File: config.mk
export PLATFORM = sky130hd
export DESIGN_NAME = phac_top
export DESIGN_NICKNAME = d
export VERILOG_FILES = /design/src/phac_pkg.sv /design/src/phac_top.sv /design/src/phac_an_port.sv
export SDC_FILE = /design/constraint.sdc
export NUM_CORES = 1
export LEC_CHECK = 0
export ABC_AREA = 1
export CORE_MARGIN = 4
export CORE_UTILIZATION = 66
export DETAILED_ROUTE_END_ITERATION = 8
export DONT_BUFFER_PORTS = 1
export PLACE_DENSITY = 0.87
export SYNTH_ARGS = -nofsm -noshare
export SYNTH_HDL_FRONTEND = slang
export SYNTH_SLANG_ARGS = --single-unit
File: constraint.sdc
create_clock -name clk_sys -period 4.5 [get_ports clk_sys]
set_input_delay 0.225 -clock clk_sys [delete_from_list [all_inputs] [get_ports clk_sys]]
set_output_delay 0.225 -clock clk_sys [all_outputs]
set_load 0.02 [all_outputs]
File: src/phac_pkg.sv
// shared constants, carriers and resolution helpers for the port negotiation block
package phac_pkg;
  // timing
  localparam int CLK_MHZ       = 200;
  localparam int PAGE_WAIT_US  = 10;
  localparam int PAGE_WAIT_CYC = PAGE_WAIT_US * CLK_MHZ;
  // register byte offsets; port 2 sits one stride above port 1
  localparam logic [5:0] REG_CTRL    = 6'h00;
  localparam logic [5:0] REG_ADV     = 6'h04;
  localparam logic [5:0] REG_STAT    = 6'h08;
  localparam logic [5:0] PORT_STRIDE = 6'h10;
  // control fields
  localparam int CTRL_AN_EN   = 0;
  localparam int CTRL_RESTART = 1;
  localparam int CTRL_MST     = 2;
  localparam int CTRL_TXHI    = 3;
  localparam int CTRL_FORCE   = 4;
  // advertisement fields
  localparam int ADV_ABL = 0;
  localparam int ADV_REQ = 1;
  // status fields
  localparam int ST_ABLE   = 0;
  localparam int ST_DONE   = 1;
  localparam int ST_LP_ABL = 2;
  localparam int ST_LP_REQ = 3;
  localparam int ST_LINK   = 4;
  localparam int ST_MASTER = 5;
  // reset values, bit 0 is port 1
  localparam logic [1:0] AN_EN_RST = 2'h3;
  localparam logic [1:0] MST_RST   = 2'h1;
  localparam logic [4:0] SEED_RST  = 5'h01;

  typedef struct packed {
    logic       ability;
    logic       request;
    logic       prefer_master;
    logic       force_ms;
    logic [4:0] seed;
  } phac_page_s;

  typedef struct packed {
    logic done;
    logic hi_level;
    logic master;
  } phac_result_s;

  typedef enum logic [1:0] {
    AN_IDLE = 2'b00,
    AN_SEND = 2'b01,
    AN_WAIT = 2'b10,
    AN_DONE = 2'b11
  } phac_an_state_e;

  function automatic logic phac_resolve_hi(phac_page_s l, phac_page_s p);
    return l.ability & p.ability & (l.request | p.request);
  endfunction : phac_resolve_hi

  // returns {conflict, local_is_master}
  function automatic logic [1:0] phac_resolve_ms(phac_page_s l, phac_page_s p);
    logic [1:0] r;
    r = 2'b00;
    if (l.force_ms && p.force_ms) begin
      r = {l.prefer_master == p.prefer_master, l.prefer_master};
    end else if (l.force_ms) begin
      r = {1'b0, l.prefer_master};
    end else if (p.force_ms) begin
      r = {1'b0, ~p.prefer_master};
    end else if (l.prefer_master != p.prefer_master) begin
      r = {1'b0, l.prefer_master};
    end else begin
      r = {l.seed == p.seed, l.seed > p.seed};
    end
    return r;
  endfunction : phac_resolve_ms
endpackage : phac_pkg

File: src/phac_top.sv
// two-port amplitude, role and negotiation control with wishbone registers
//
// Implementation choices: the Wishbone register port and the register offsets.
`timescale 1ns/10ps
`default_nettype none
module phac_top
  import phac_pkg::*;
#(
  parameter int WAIT_CYC = PAGE_WAIT_CYC
) (
  // clock and reset
  input  wire logic                clk_sys,
  input  wire logic                rst,
  // wishbone slave
  input  wire logic                wb_cyc,
  input  wire logic                wb_stb,
  input  wire logic                wb_we,
  input  wire logic [5:0]          wb_adr,
  input  wire logic [3:0]          wb_sel,
  input  wire logic [31:0]         wb_dat_w,
  output logic [31:0]              wb_dat_r,
  output logic                     wb_ack,
  // straps
  input  wire logic                port1_high_amplitude_strap,
  input  wire logic                port2_high_amplitude_strap,
  // link side, index 0 is port 1
  input  wire logic [1:0]          link_up,
  input  wire logic [1:0]          rx_page_valid,
  input  wire phac_page_s [1:0]    rx_page,
  output logic [1:0]               tx_page_valid,
  output phac_page_s [1:0]         tx_page,
  // resolved operation
  output logic [1:0]               tx_amplitude_select,
  output logic [1:0]               role_prefer_master_bit,
  output logic [1:0]               negotiation_done_flag
);
  logic [1:0]   an_en, next_an_en;
  logic [1:0]   force_ms, next_force_ms;
  logic [1:0]   adv_high_level_ability, next_adv_abl;
  logic [1:0]   adv_high_level_request, next_adv_req;
  logic [1:0]   next_mst, next_txhi;
  logic [1:0]   strap_q, next_strap_q;
  logic         strap_taken, next_strap_taken;
  logic [1:0]   restart_pulse, next_restart;
  logic [1:0]   done_prev, next_done_prev;
  logic         next_ack;
  logic [31:0]  next_dat_r;
  phac_page_s   local_page [2];
  phac_page_s   partner [2];
  phac_result_s result [2];
  logic [1:0]   high_level_ability_status;
  logic [3:0]   dec;
  logic         wr_commit;
  logic [7:0]   wbyte;

  // {hit, port, reg index}; reg 0 ctrl, 1 adv, 2 stat
  function automatic logic [3:0] decode(logic [5:0] a);
    logic [3:0] d;
    logic [5:0] o;
    d = 4'h0;
    o = (a >= PORT_STRIDE) ? a - PORT_STRIDE : a;
    if (a >= (PORT_STRIDE << 1)) begin
      d = 4'h0;
    end else if (o == REG_CTRL) begin
      d = {1'b1, a >= PORT_STRIDE, 2'd0};
    end else if (o == REG_ADV) begin
      d = {1'b1, a >= PORT_STRIDE, 2'd1};
    end else if (o == REG_STAT) begin
      d = {1'b1, a >= PORT_STRIDE, 2'd2};
    end
    return d;
  endfunction : decode

  assign high_level_ability_status = ~strap_q;

  for (genvar p = 0; p < 2; p++) begin : g_port
    assign local_page[p] = '{ability: adv_high_level_ability[p], request: adv_high_level_request[p],
                             prefer_master: role_prefer_master_bit[p], force_ms: force_ms[p], seed: 5'h00};
    phac_an_port #(
      .WAIT_CYC (WAIT_CYC)
    ) u_an (
      .clk_sys    (clk_sys),
      .rst        (rst),
      .an_enable  (an_en[p]),
      .restart    (restart_pulse[p]),
      .link_up    (link_up[p]),
      .local_page (local_page[p]),
      .rx_valid   (rx_page_valid[p]),
      .rx_page    (rx_page[p]),
      .tx_valid   (tx_page_valid[p]),
      .tx_page    (tx_page[p]),
      .partner    (partner[p]),
      .result     (result[p])
    );
    assign negotiation_done_flag[p] = result[p].done;
  end

  // configuration registers
  always_comb begin
    next_an_en       = an_en;
    next_force_ms    = force_ms;
    next_adv_abl     = adv_high_level_ability;
    next_adv_req     = adv_high_level_request;
    next_mst         = role_prefer_master_bit;
    next_txhi        = tx_amplitude_select;
    next_strap_q     = strap_q;
    next_strap_taken = 1'b1;
    next_restart     = 2'b00;
    next_done_prev   = {result[1].done, result[0].done};
    dec              = decode(wb_adr);
    wr_commit        = wb_cyc & wb_stb & wb_we & wb_ack & wb_sel[0] & dec[3];
    wbyte            = wb_dat_w[7:0];
    if (!strap_taken) begin
      // caught once so later strap wiggles cannot move the defaults
      next_strap_q = {port2_high_amplitude_strap, port1_high_amplitude_strap};
      next_adv_abl = ~next_strap_q;
      next_adv_req = ~next_strap_q;
    end
    for (int p = 0; p < 2; p++) begin
      if (an_en[p] && result[p].done && !done_prev[p]) begin
        next_mst[p]  = result[p].master;
        next_txhi[p] = result[p].hi_level & ~strap_q[p];
      end
      if (wr_commit && dec[2] == p[0]) begin
        if (dec[1:0] == 2'd0) begin
          next_an_en[p]    = wbyte[CTRL_AN_EN];
          next_force_ms[p] = wbyte[CTRL_FORCE];
          next_restart[p]  = wbyte[CTRL_RESTART];
          if (!an_en[p]) begin
            next_mst[p]  = wbyte[CTRL_MST];
            next_txhi[p] = wbyte[CTRL_TXHI] & ~strap_q[p];
          end
        end else if (dec[1:0] == 2'd1) begin
          // 1.0 V-only ports cannot advertise the high level
          next_adv_abl[p] = wbyte[ADV_ABL] & ~strap_q[p];
          next_adv_req[p] = wbyte[ADV_REQ] & ~strap_q[p];
        end
      end
    end
  end

  always_ff @(posedge clk_sys) begin
    if (rst) begin
      an_en                  <= AN_EN_RST;
      force_ms               <= 2'h0;
      adv_high_level_ability <= 2'h0;
      adv_high_level_request <= 2'h0;
      role_prefer_master_bit <= MST_RST;
      tx_amplitude_select    <= 2'h0;
      strap_q                <= 2'h0;
      strap_taken            <= 1'b0;
      restart_pulse          <= 2'h0;
      done_prev              <= 2'h0;
    end else begin
      an_en                  <= next_an_en;
      force_ms               <= next_force_ms;
      adv_high_level_ability <= next_adv_abl;
      adv_high_level_request <= next_adv_req;
      role_prefer_master_bit <= next_mst;
      tx_amplitude_select    <= next_txhi;
      strap_q                <= next_strap_q;
      strap_taken            <= next_strap_taken;
      restart_pulse          <= next_restart;
      done_prev              <= next_done_prev;
    end
  end

  // bus answer: ack one cycle after the request, read data with it
  always_comb begin
    next_ack   = wb_cyc & wb_stb & ~wb_ack;
    next_dat_r = 32'h0000_0000;
    if (next_ack && !wb_we && dec[3]) begin
      if (dec[1:0] == 2'd0) begin
        next_dat_r[CTRL_AN_EN] = an_en[dec[2]];
        next_dat_r[CTRL_MST]   = role_prefer_master_bit[dec[2]];
        next_dat_r[CTRL_TXHI]  = tx_amplitude_select[dec[2]];
        next_dat_r[CTRL_FORCE] = force_ms[dec[2]];
      end else if (dec[1:0] == 2'd1) begin
        next_dat_r[ADV_ABL] = adv_high_level_ability[dec[2]];
        next_dat_r[ADV_REQ] = adv_high_level_request[dec[2]];
      end else begin
        next_dat_r[ST_ABLE]   = high_level_ability_status[dec[2]];
        next_dat_r[ST_DONE]   = result[dec[2]].done;
        next_dat_r[ST_LP_ABL] = partner[dec[2]].ability;
        next_dat_r[ST_LP_REQ] = partner[dec[2]].request;
        next_dat_r[ST_LINK]   = link_up[dec[2]];
        next_dat_r[ST_MASTER] = role_prefer_master_bit[dec[2]];
      end
    end
  end

  always_ff @(posedge clk_sys) begin
    if (rst) begin
      wb_ack   <= 1'b0;
      wb_dat_r <= 32'h0000_0000;
    end else begin
      wb_ack   <= next_ack;
      wb_dat_r <= next_dat_r;
    end
  end

  property p_strap_hold;
    @(posedge clk_sys) disable iff (rst)
    strap_taken |=> $stable(strap_q) && strap_taken;
  endproperty
  a_strap_hold: assert property (p_strap_hold) else $error("strap copy moved");

  property p_adv_default;
    @(posedge clk_sys) disable iff (rst)
    $rose(strap_taken) |-> adv_high_level_ability == ~strap_q && adv_high_level_request == ~strap_q;
  endproperty
  a_adv_default: assert property (p_adv_default) else $error("advert default not from strap");

  property p_low_only;
    @(posedge clk_sys) disable iff (rst)
    strap_taken |-> (strap_q & (tx_amplitude_select | adv_high_level_ability)) == 2'h0;
  endproperty
  a_low_only: assert property (p_low_only) else $error("1.0 V-only port uses high level");

  property p_status_ro;
    @(posedge clk_sys) disable iff (rst)
    (wb_ack && !wb_we && wb_adr == REG_STAT) |-> wb_dat_r[ST_ABLE] == ~strap_q[0];
  endproperty
  a_status_ro: assert property (p_status_ro) else $error("ability status not strap");

  property p_reset_defaults;
    @(posedge clk_sys)
    rst ##1 !rst |-> role_prefer_master_bit == MST_RST && an_en == AN_EN_RST;
  endproperty
  a_reset_defaults: assert property (p_reset_defaults) else $error("bad reset role or enable");

  property p_role_locked;
    @(posedge clk_sys) disable iff (rst)
    (wr_commit && wb_adr == REG_CTRL && an_en[0] && !(result[0].done && !done_prev[0]))
      |=> role_prefer_master_bit[0] == $past(role_prefer_master_bit[0]);
  endproperty
  a_role_locked: assert property (p_role_locked) else $error("role written while negotiating");

  property p_level_follow;
    @(posedge clk_sys) disable iff (rst)
    (an_en[0] && result[0].done && !done_prev[0])
      |=> tx_amplitude_select[0] == $past(result[0].hi_level) && role_prefer_master_bit[0] == $past(result[0].master);
  endproperty
  a_level_follow: assert property (p_level_follow) else $error("negotiated result not applied");

  property p_restart;
    @(posedge clk_sys) disable iff (rst)
    (restart_pulse[1] && an_en[1]) |-> ##2 tx_page_valid[1];
  endproperty
  a_restart: assert property (p_restart) else $error("restart sent no page");

  property p_ack_one;
    @(posedge clk_sys) disable iff (rst)
    wb_ack |=> !wb_ack;
  endproperty
  a_ack_one: assert property (p_ack_one) else $error("ack held two cycles");

  c_write_ctrl: cover property (@(posedge clk_sys) disable iff (rst) wr_commit && wb_adr == REG_CTRL);
  c_hi_level: cover property (@(posedge clk_sys) disable iff (rst) tx_amplitude_select == 2'h1);
  c_restart: cover property (@(posedge clk_sys) disable iff (rst) restart_pulse[0] ##2 tx_page_valid[0]);
  c_done_both: cover property (@(posedge clk_sys) disable iff (rst) negotiation_done_flag == 2'h3);
endmodule : phac_top
`default_nettype wire

File: src/phac_an_port.sv
// one port's negotiation engine: page send, partner capture, arbitration
`timescale 1ns/10ps
`default_nettype none
module phac_an_port
  import phac_pkg::*;
#(
  parameter int WAIT_CYC = PAGE_WAIT_CYC
) (
  // clock and reset
  input  wire logic         clk_sys,
  input  wire logic         rst,
  // control
  input  wire logic         an_enable,
  input  wire logic         restart,
  input  wire logic         link_up,
  input  wire phac_page_s   local_page,
  // partner page in
  input  wire logic         rx_valid,
  input  wire phac_page_s   rx_page,
  // own page out and results
  output logic              tx_valid,
  output phac_page_s        tx_page,
  output phac_page_s        partner,
  output phac_result_s      result
);
  localparam int TW = $clog2(WAIT_CYC + 1);

  phac_an_state_e state, next_state;
  logic [TW-1:0]  timer, next_timer;
  logic [4:0]     lfsr, next_lfsr;
  logic           link_was, next_link_was;
  logic           next_tx_valid;
  phac_page_s     next_tx_page, next_partner;
  phac_result_s   next_result;
  logic [1:0]     ms;
  logic           drop;

  always_comb begin
    next_state    = state;
    next_timer    = timer;
    next_lfsr     = {lfsr[3:0], lfsr[4] ^ lfsr[2]};
    next_link_was = link_up;
    next_tx_valid = 1'b0;
    next_tx_page  = tx_page;
    next_partner  = partner;
    next_result   = result;
    ms            = phac_resolve_ms(tx_page, rx_page);
    drop          = link_was & ~link_up;
    if (!an_enable) begin
      next_state       = AN_IDLE;
      next_result.done = 1'b0;
    end else if (restart || (state == AN_DONE && drop)) begin
      next_state       = AN_SEND;
      next_result.done = 1'b0;
    end else begin
      case (state)
        AN_IDLE: next_state = AN_SEND;
        AN_SEND: begin
          next_tx_valid     = 1'b1;
          next_tx_page      = local_page;
          next_tx_page.seed = lfsr;
          next_timer        = TW'(WAIT_CYC - 1);
          next_result.done  = 1'b0;
          next_state        = AN_WAIT;
        end
        AN_WAIT: begin
          if (rx_valid) begin
            next_partner = rx_page;
            // equal seeds or clashing forced roles: retry with a fresh seed
            if (ms[1]) begin
              next_state = AN_SEND;
            end else begin
              next_result = '{done: 1'b1, hi_level: phac_resolve_hi(tx_page, rx_page), master: ms[0]};
              next_state  = AN_DONE;
            end
          end else if (timer == '0) begin
            next_state = AN_SEND;
          end else begin
            next_timer = timer - TW'(1);
          end
        end
        default: next_state = AN_DONE;
      endcase
    end
  end

  always_ff @(posedge clk_sys) begin
    if (rst) begin
      state    <= AN_IDLE;
      timer    <= '0;
      lfsr     <= SEED_RST;
      link_was <= 1'b0;
      tx_valid <= 1'b0;
      tx_page  <= '0;
      partner  <= '0;
      result   <= '0;
    end else begin
      state    <= next_state;
      timer    <= next_timer;
      lfsr     <= next_lfsr;
      link_was <= next_link_was;
      tx_valid <= next_tx_valid;
      tx_page  <= next_tx_page;
      partner  <= next_partner;
      result   <= next_result;
    end
  end

  property p_drop_restart;
    @(posedge clk_sys) disable iff (rst)
    (an_enable && !restart && state == AN_DONE && link_was && !link_up) |=> state == AN_SEND ##1 tx_valid;
  endproperty
  a_drop_restart: assert property (p_drop_restart) else $error("no renegotiation after link drop");

  property p_level;
    @(posedge clk_sys) disable iff (rst)
    $rose(result.done) |->
      result.hi_level == (tx_page.ability && partner.ability && (tx_page.request || partner.request));
  endproperty
  a_level: assert property (p_level) else $error("resolved level wrong");

  property p_one_master;
    @(posedge clk_sys) disable iff (rst)
    $rose(result.done) |-> phac_resolve_ms(tx_page, partner) == {1'b0, result.master};
  endproperty
  a_one_master: assert property (p_one_master) else $error("role resolved with conflict");

  c_done: cover property (@(posedge clk_sys) disable iff (rst) $rose(result.done) && result.hi_level);
endmodule : phac_an_port
`default_nettype wire

==> reports/metrics.sh <==
OUTCOME='completed'
YOSYS_WARNINGS=0
SYNTH-SEQ-CELLS=94
TOTAL_LEAKAGE_POWER_nW=2.449
WORST_EP_REQUIRED_TIME_PS=4810
POSTCTSRESIZEDCELLS=0
CTS_H_TREE_DEPTH=3
FIRSTDRTPASSITERS=5
CLOCK_SKEW_PS=5.989
AREA.GROWTH.SYNTH_TO_FINAL_PCT=3.597
SYNTH_SEQ_AREA_SHARE=0.3513
FINALCRITPERIODSHARE=0.4504
DRC=0
VIA_PER_INST=5.586
PORT_BUFFERS=0
SYNTHDISTINCTLIBCELLS=42
MAPPEDNETLISTAREA_MM2=0.005356
NUMCLOCKSINKS=94
CRIT_PATH_START_KIND='flip-flop'
GRT_MAX_DEGREE=51
HOLD_VIOLATIONS=0
INTERNAL_POWER_mW=1.420
COMBINATIONALPOWERSHARE=0.328
TIMING.CRITICAL_PATH.TO_TYPE='flip-flop'
DIE_H_UM=98.09
POSTLAYOUTCELLAREA_MM2=0.005549
SYN_INST_COUNT=752
DPL.HPWL_MM=8.586
SWITCHING_SHARE=0.4068
NUMCTSBUFFERS=9
PEAKVDDDROP_uV=247.2
ROUTED-VIA-COUNT=4787
MAX-SLEW-MARGIN-REL=0.3648
POSTSYNTHAREAPERCELL_UM2=7.123
SYNTH_TOP_AREA_FRAC=0.3513
NETLIST.TOP_CELL.BY_AREA='dfxtp_1'
GLOBAL_ROUTE.USAGE.MET3=0.06286
CLOCK_INSERTION_DELAY_AT_THE_LATER_PIN_OF_THE_SKEW_REPORT_PS=370
GR-TOTAL-OVERFLOW=0
SETUP_REPAIR_AFTER_GLOBAL_ROUTING_MISSED_ITS_MARGIN='false'
ROWS=32
MAX_SLEW.WORST_PIN.SLEW_PS=951.7
FINAL_SETUP_VIOLATION_COUNT=0
DPL-INSTANCE-AREA_MM2=0.005230
SWITCHING_POWER_mW=0.9738
GRT_UTIL_ALL_LAYERS=0.2467
DRT.ANTENNA.VIOLATING_NETS=0
CRITICAL_PATH_PEAK_FANOUT=12
SYNTH-EDFF-COUNT=0
DRT_WL_CELL_UM=14.00
CTS-ROOT-TO-SINK-BUFFERS=2
HOLDCRITPATHCLASS='primary input to flip-flop'
FLIP_FLOP_CELL_WITH_THE_HIGHEST_COUNT_AFTER_SYNTHESIS='dfxtp_1'
GP_CONGESTION=0.9282
CRITICAL_PATH_ARRIVAL_PS=2340
LAYOUT.FILLER_CELLS=653
GR-USAGE-MET2=0.4037
SETUP.WORST_PATH.CLASS='flip-flop to flip-flop'
ANTENNA_FOUND_INITIAL=0
DRT_FIRST_ITER_VIOLATIONS=247
POWER.SHARE.SEQUENTIAL=0.449
DESIGN.PORTCOUNT=130
CLOCKROOTBUFFER='clkbuf_8'
AREA_OF_THE_DIE_MM2=0.009621
GLOBAL_ROUTE_WIRE_LENGTH_BEFORE_REPAIR_MM=19.71
CTS_TREE='built'
FINAL_LAYOUT_SIZE_SUFFIX_GT1_FRAC=0.1166
CLOCKPOWERSHARE=0.223
FINAL_PERIOD_MINUS_WORST_SETUP_SLACK_PS=2027
FP.COREAREA_MM2=0.007807
ROUTE.FINAL.WIRE_LENGTH_MM=12.00
POST-CTS-SETUP-BUFFERS=0
NETLIST_TOP_CELLS_AREA='dfxtp_1 (35%), nand2_1 (9.7%), inv_1 (6.4%)'
SETUP-TNS-FINAL_PS=0
HOLD-PATH-CELL-COUNT=2
INITIAL_CORE_UTIL=0.6861
NUMBER_OF_BUFFERS_INSERTED_FOR_HOLD_REPAIR_AFTER_CLOCK_TREE_SYNTHESIS=10
GRT.MET1_USAGE=0.3068
FIN_NETS=843
POWER_PER_CELL_AREA_mW_PER_MM2=431.3
FIRST_GLOBAL_VIAS=4429
ASYNCSETRESETFLOPFRACSYNTH=0
DIODES=0
FMAX_MHz=493.4
TOP_USAGE_LAYER='met2'
RR_WORST_DEPTH=8
CHIP_WIDTH_UM=98.09
MAX_CAP_VIOL_COUNT=0
CTS.CLK_SLEW.WORST_PATHS_PS=100
FINAL_MAX_SLEW_VIOL_COUNT=0
kinds of logic (layout without fill, tap and decap cells):
logic type / after synthesis / after routing / synth area share
and+or+nand+nor: 349 / 349 / 0.3069
xor gates and xnor gates: 5 / 5 / 0.008175
adders and majority gates: 22 / 22 / 0.05139
other: 1 / 26 / 0.0007001
AOI/OAI and AO/OA: 132 / 132 / 0.1472
DFF: 94 / 94 / 0.3513
buffers and inverters: 149 / 127 / 0.1343
cell type report:
cell class              count  area [um2]  share of cell area
repair buffers             12       137.6             0.02480
multi-input cells         534        2849              0.5134
well taps                 102       127.6             0.02300
clock inverters             7       57.56             0.01037
clock buffers               9       123.9             0.02232
flip-flops and latches     94        1882              0.3391
inverters                  99       371.6             0.06697
through the flow:
| step | utilization | instances | hold slack, ps | setup slack [ps] | total power [mW] |
|---|---|---|---|---|---|
| 2_1_floorplan | - | 777 | 335.3 | 3031 | 1.747 |
| 3_3_place_gp | 0.6699 | 829 | 293.9 | 2565 | 1.800 |
| 3_5_place_dp | 0.6699 | 829 | 293.5 | 2531 | 1.842 |
| 4_1_cts | 0.7082 | 855 | 2.262 | 2513 | 2.388 |
| 5_1_grt | 0.7107 | 857 | 17.88 | 2270 | 2.563 |
| 6_report | 0.7107 | 857 | 20.77 | 2473 | 2.393 |
flip-flops by register name, summed over array words and instances (netlist names), 4 cells and up:
| register | flops |
|---|---|
| g_port.u_an.tx_page | 18 |
| g_port.u_an.result | 6 |
| g_port.u_an.partner | 4 |
| wb_dat_r | 6 |
| g_port.u_an.timer | 22 |
| g_port.u_an.lfsr | 10 |
| g_port.u_an.state | 4 |
Yosys cell counts (3+ instances only):
| cell type | count |
|---|---|
| nand4_1 | 7 |
| nand2_2 | 21 |
| xor2_1 | 4 |
| nand2_1 | 138 |
| buf_6 | 4 |
| o21ai_0 | 32 |
| nor2_4 | 3 |
| inv_1 | 92 |
| nand3_2 | 8 |
| a21oi_2 | 16 |
| clkbuf_1 | 9 |
| buf_4 | 34 |
| dfxtp_1 | 94 |
| nor3_1 | 5 |
| o211ai_1 | 7 |
| or2_2 | 5 |
| a21oi_1 | 57 |
| inv_2 | 7 |
| o2111ai_1 | 3 |
| nand3_1 | 55 |
| ha_1 | 22 |
| nor2_1 | 91 |
| nand3b_1 | 4 |
| nor2_2 | 4 |
| o21ai_1 | 6 |
path summary, 6_finish.rpt:
check	start	end	slack, ps
hold reg to reg	g_port[0].u_an.lfsr[0]	g_port[0].u_an.lfsr[1]	420
setup reg to reg	g_port[0].u_an.state[0]	g_port[0].u_an.timer[6]	2470
setup / recovery	g_port[0].u_an.state[0]	g_port[0].u_an.timer[6]	2470
hold / removal	wb_dat_w[3]	tx_amplitude_select[1]	20
layer usage:
metal	vias to the layer above	wire [um]
li1	2367	-
met1	2187	5059
met2	194	5670
met3	39	879
met4	0	391
met5	-	0
critical path, stage by stage (launching register included):
cell	delay [ps]
dfxtp_1	360
inv_1	70
ha_1	400
inv_2	130
nor2_2	180
nand3_2	260
nand2_2	350
nand2_1	100
a21oi_1	120
power by group through the flow:
stage               sequential [mW]  combinational [mW]  clock (mW)
floorplan                      1.05               0.693           0
global placement               1.09               0.714           0
detailed placement             1.09               0.751           0
CTS                            1.07               0.777       0.538
global route                   1.09               0.894       0.579
finish                         1.08               0.785       0.533
layout by cell type, fill, tap and decap left out, types with 3 or more instances in the layout:
master and n:
o21ai_1 6, nand2_2 21, nor2_4 3, clkbuf_8 9
nand2_1 138, nand4_1 7, conb_1 26, or2_2 5
o21ai_0 32, nor2_2 4, xor2_1 4, nand3_2 8
nand3b_1 4, a21oi_2 16, dlygate4sd3_1 11, nand3_1 55
nor3_1 5, nor2_1 91, inv_2 7, o2111ai_1 3
inv_1 92, dfxtp_1 94, o211ai_1 7, a21oi_1 57
ha_1 22
Power figures use the tool's default switching activity.
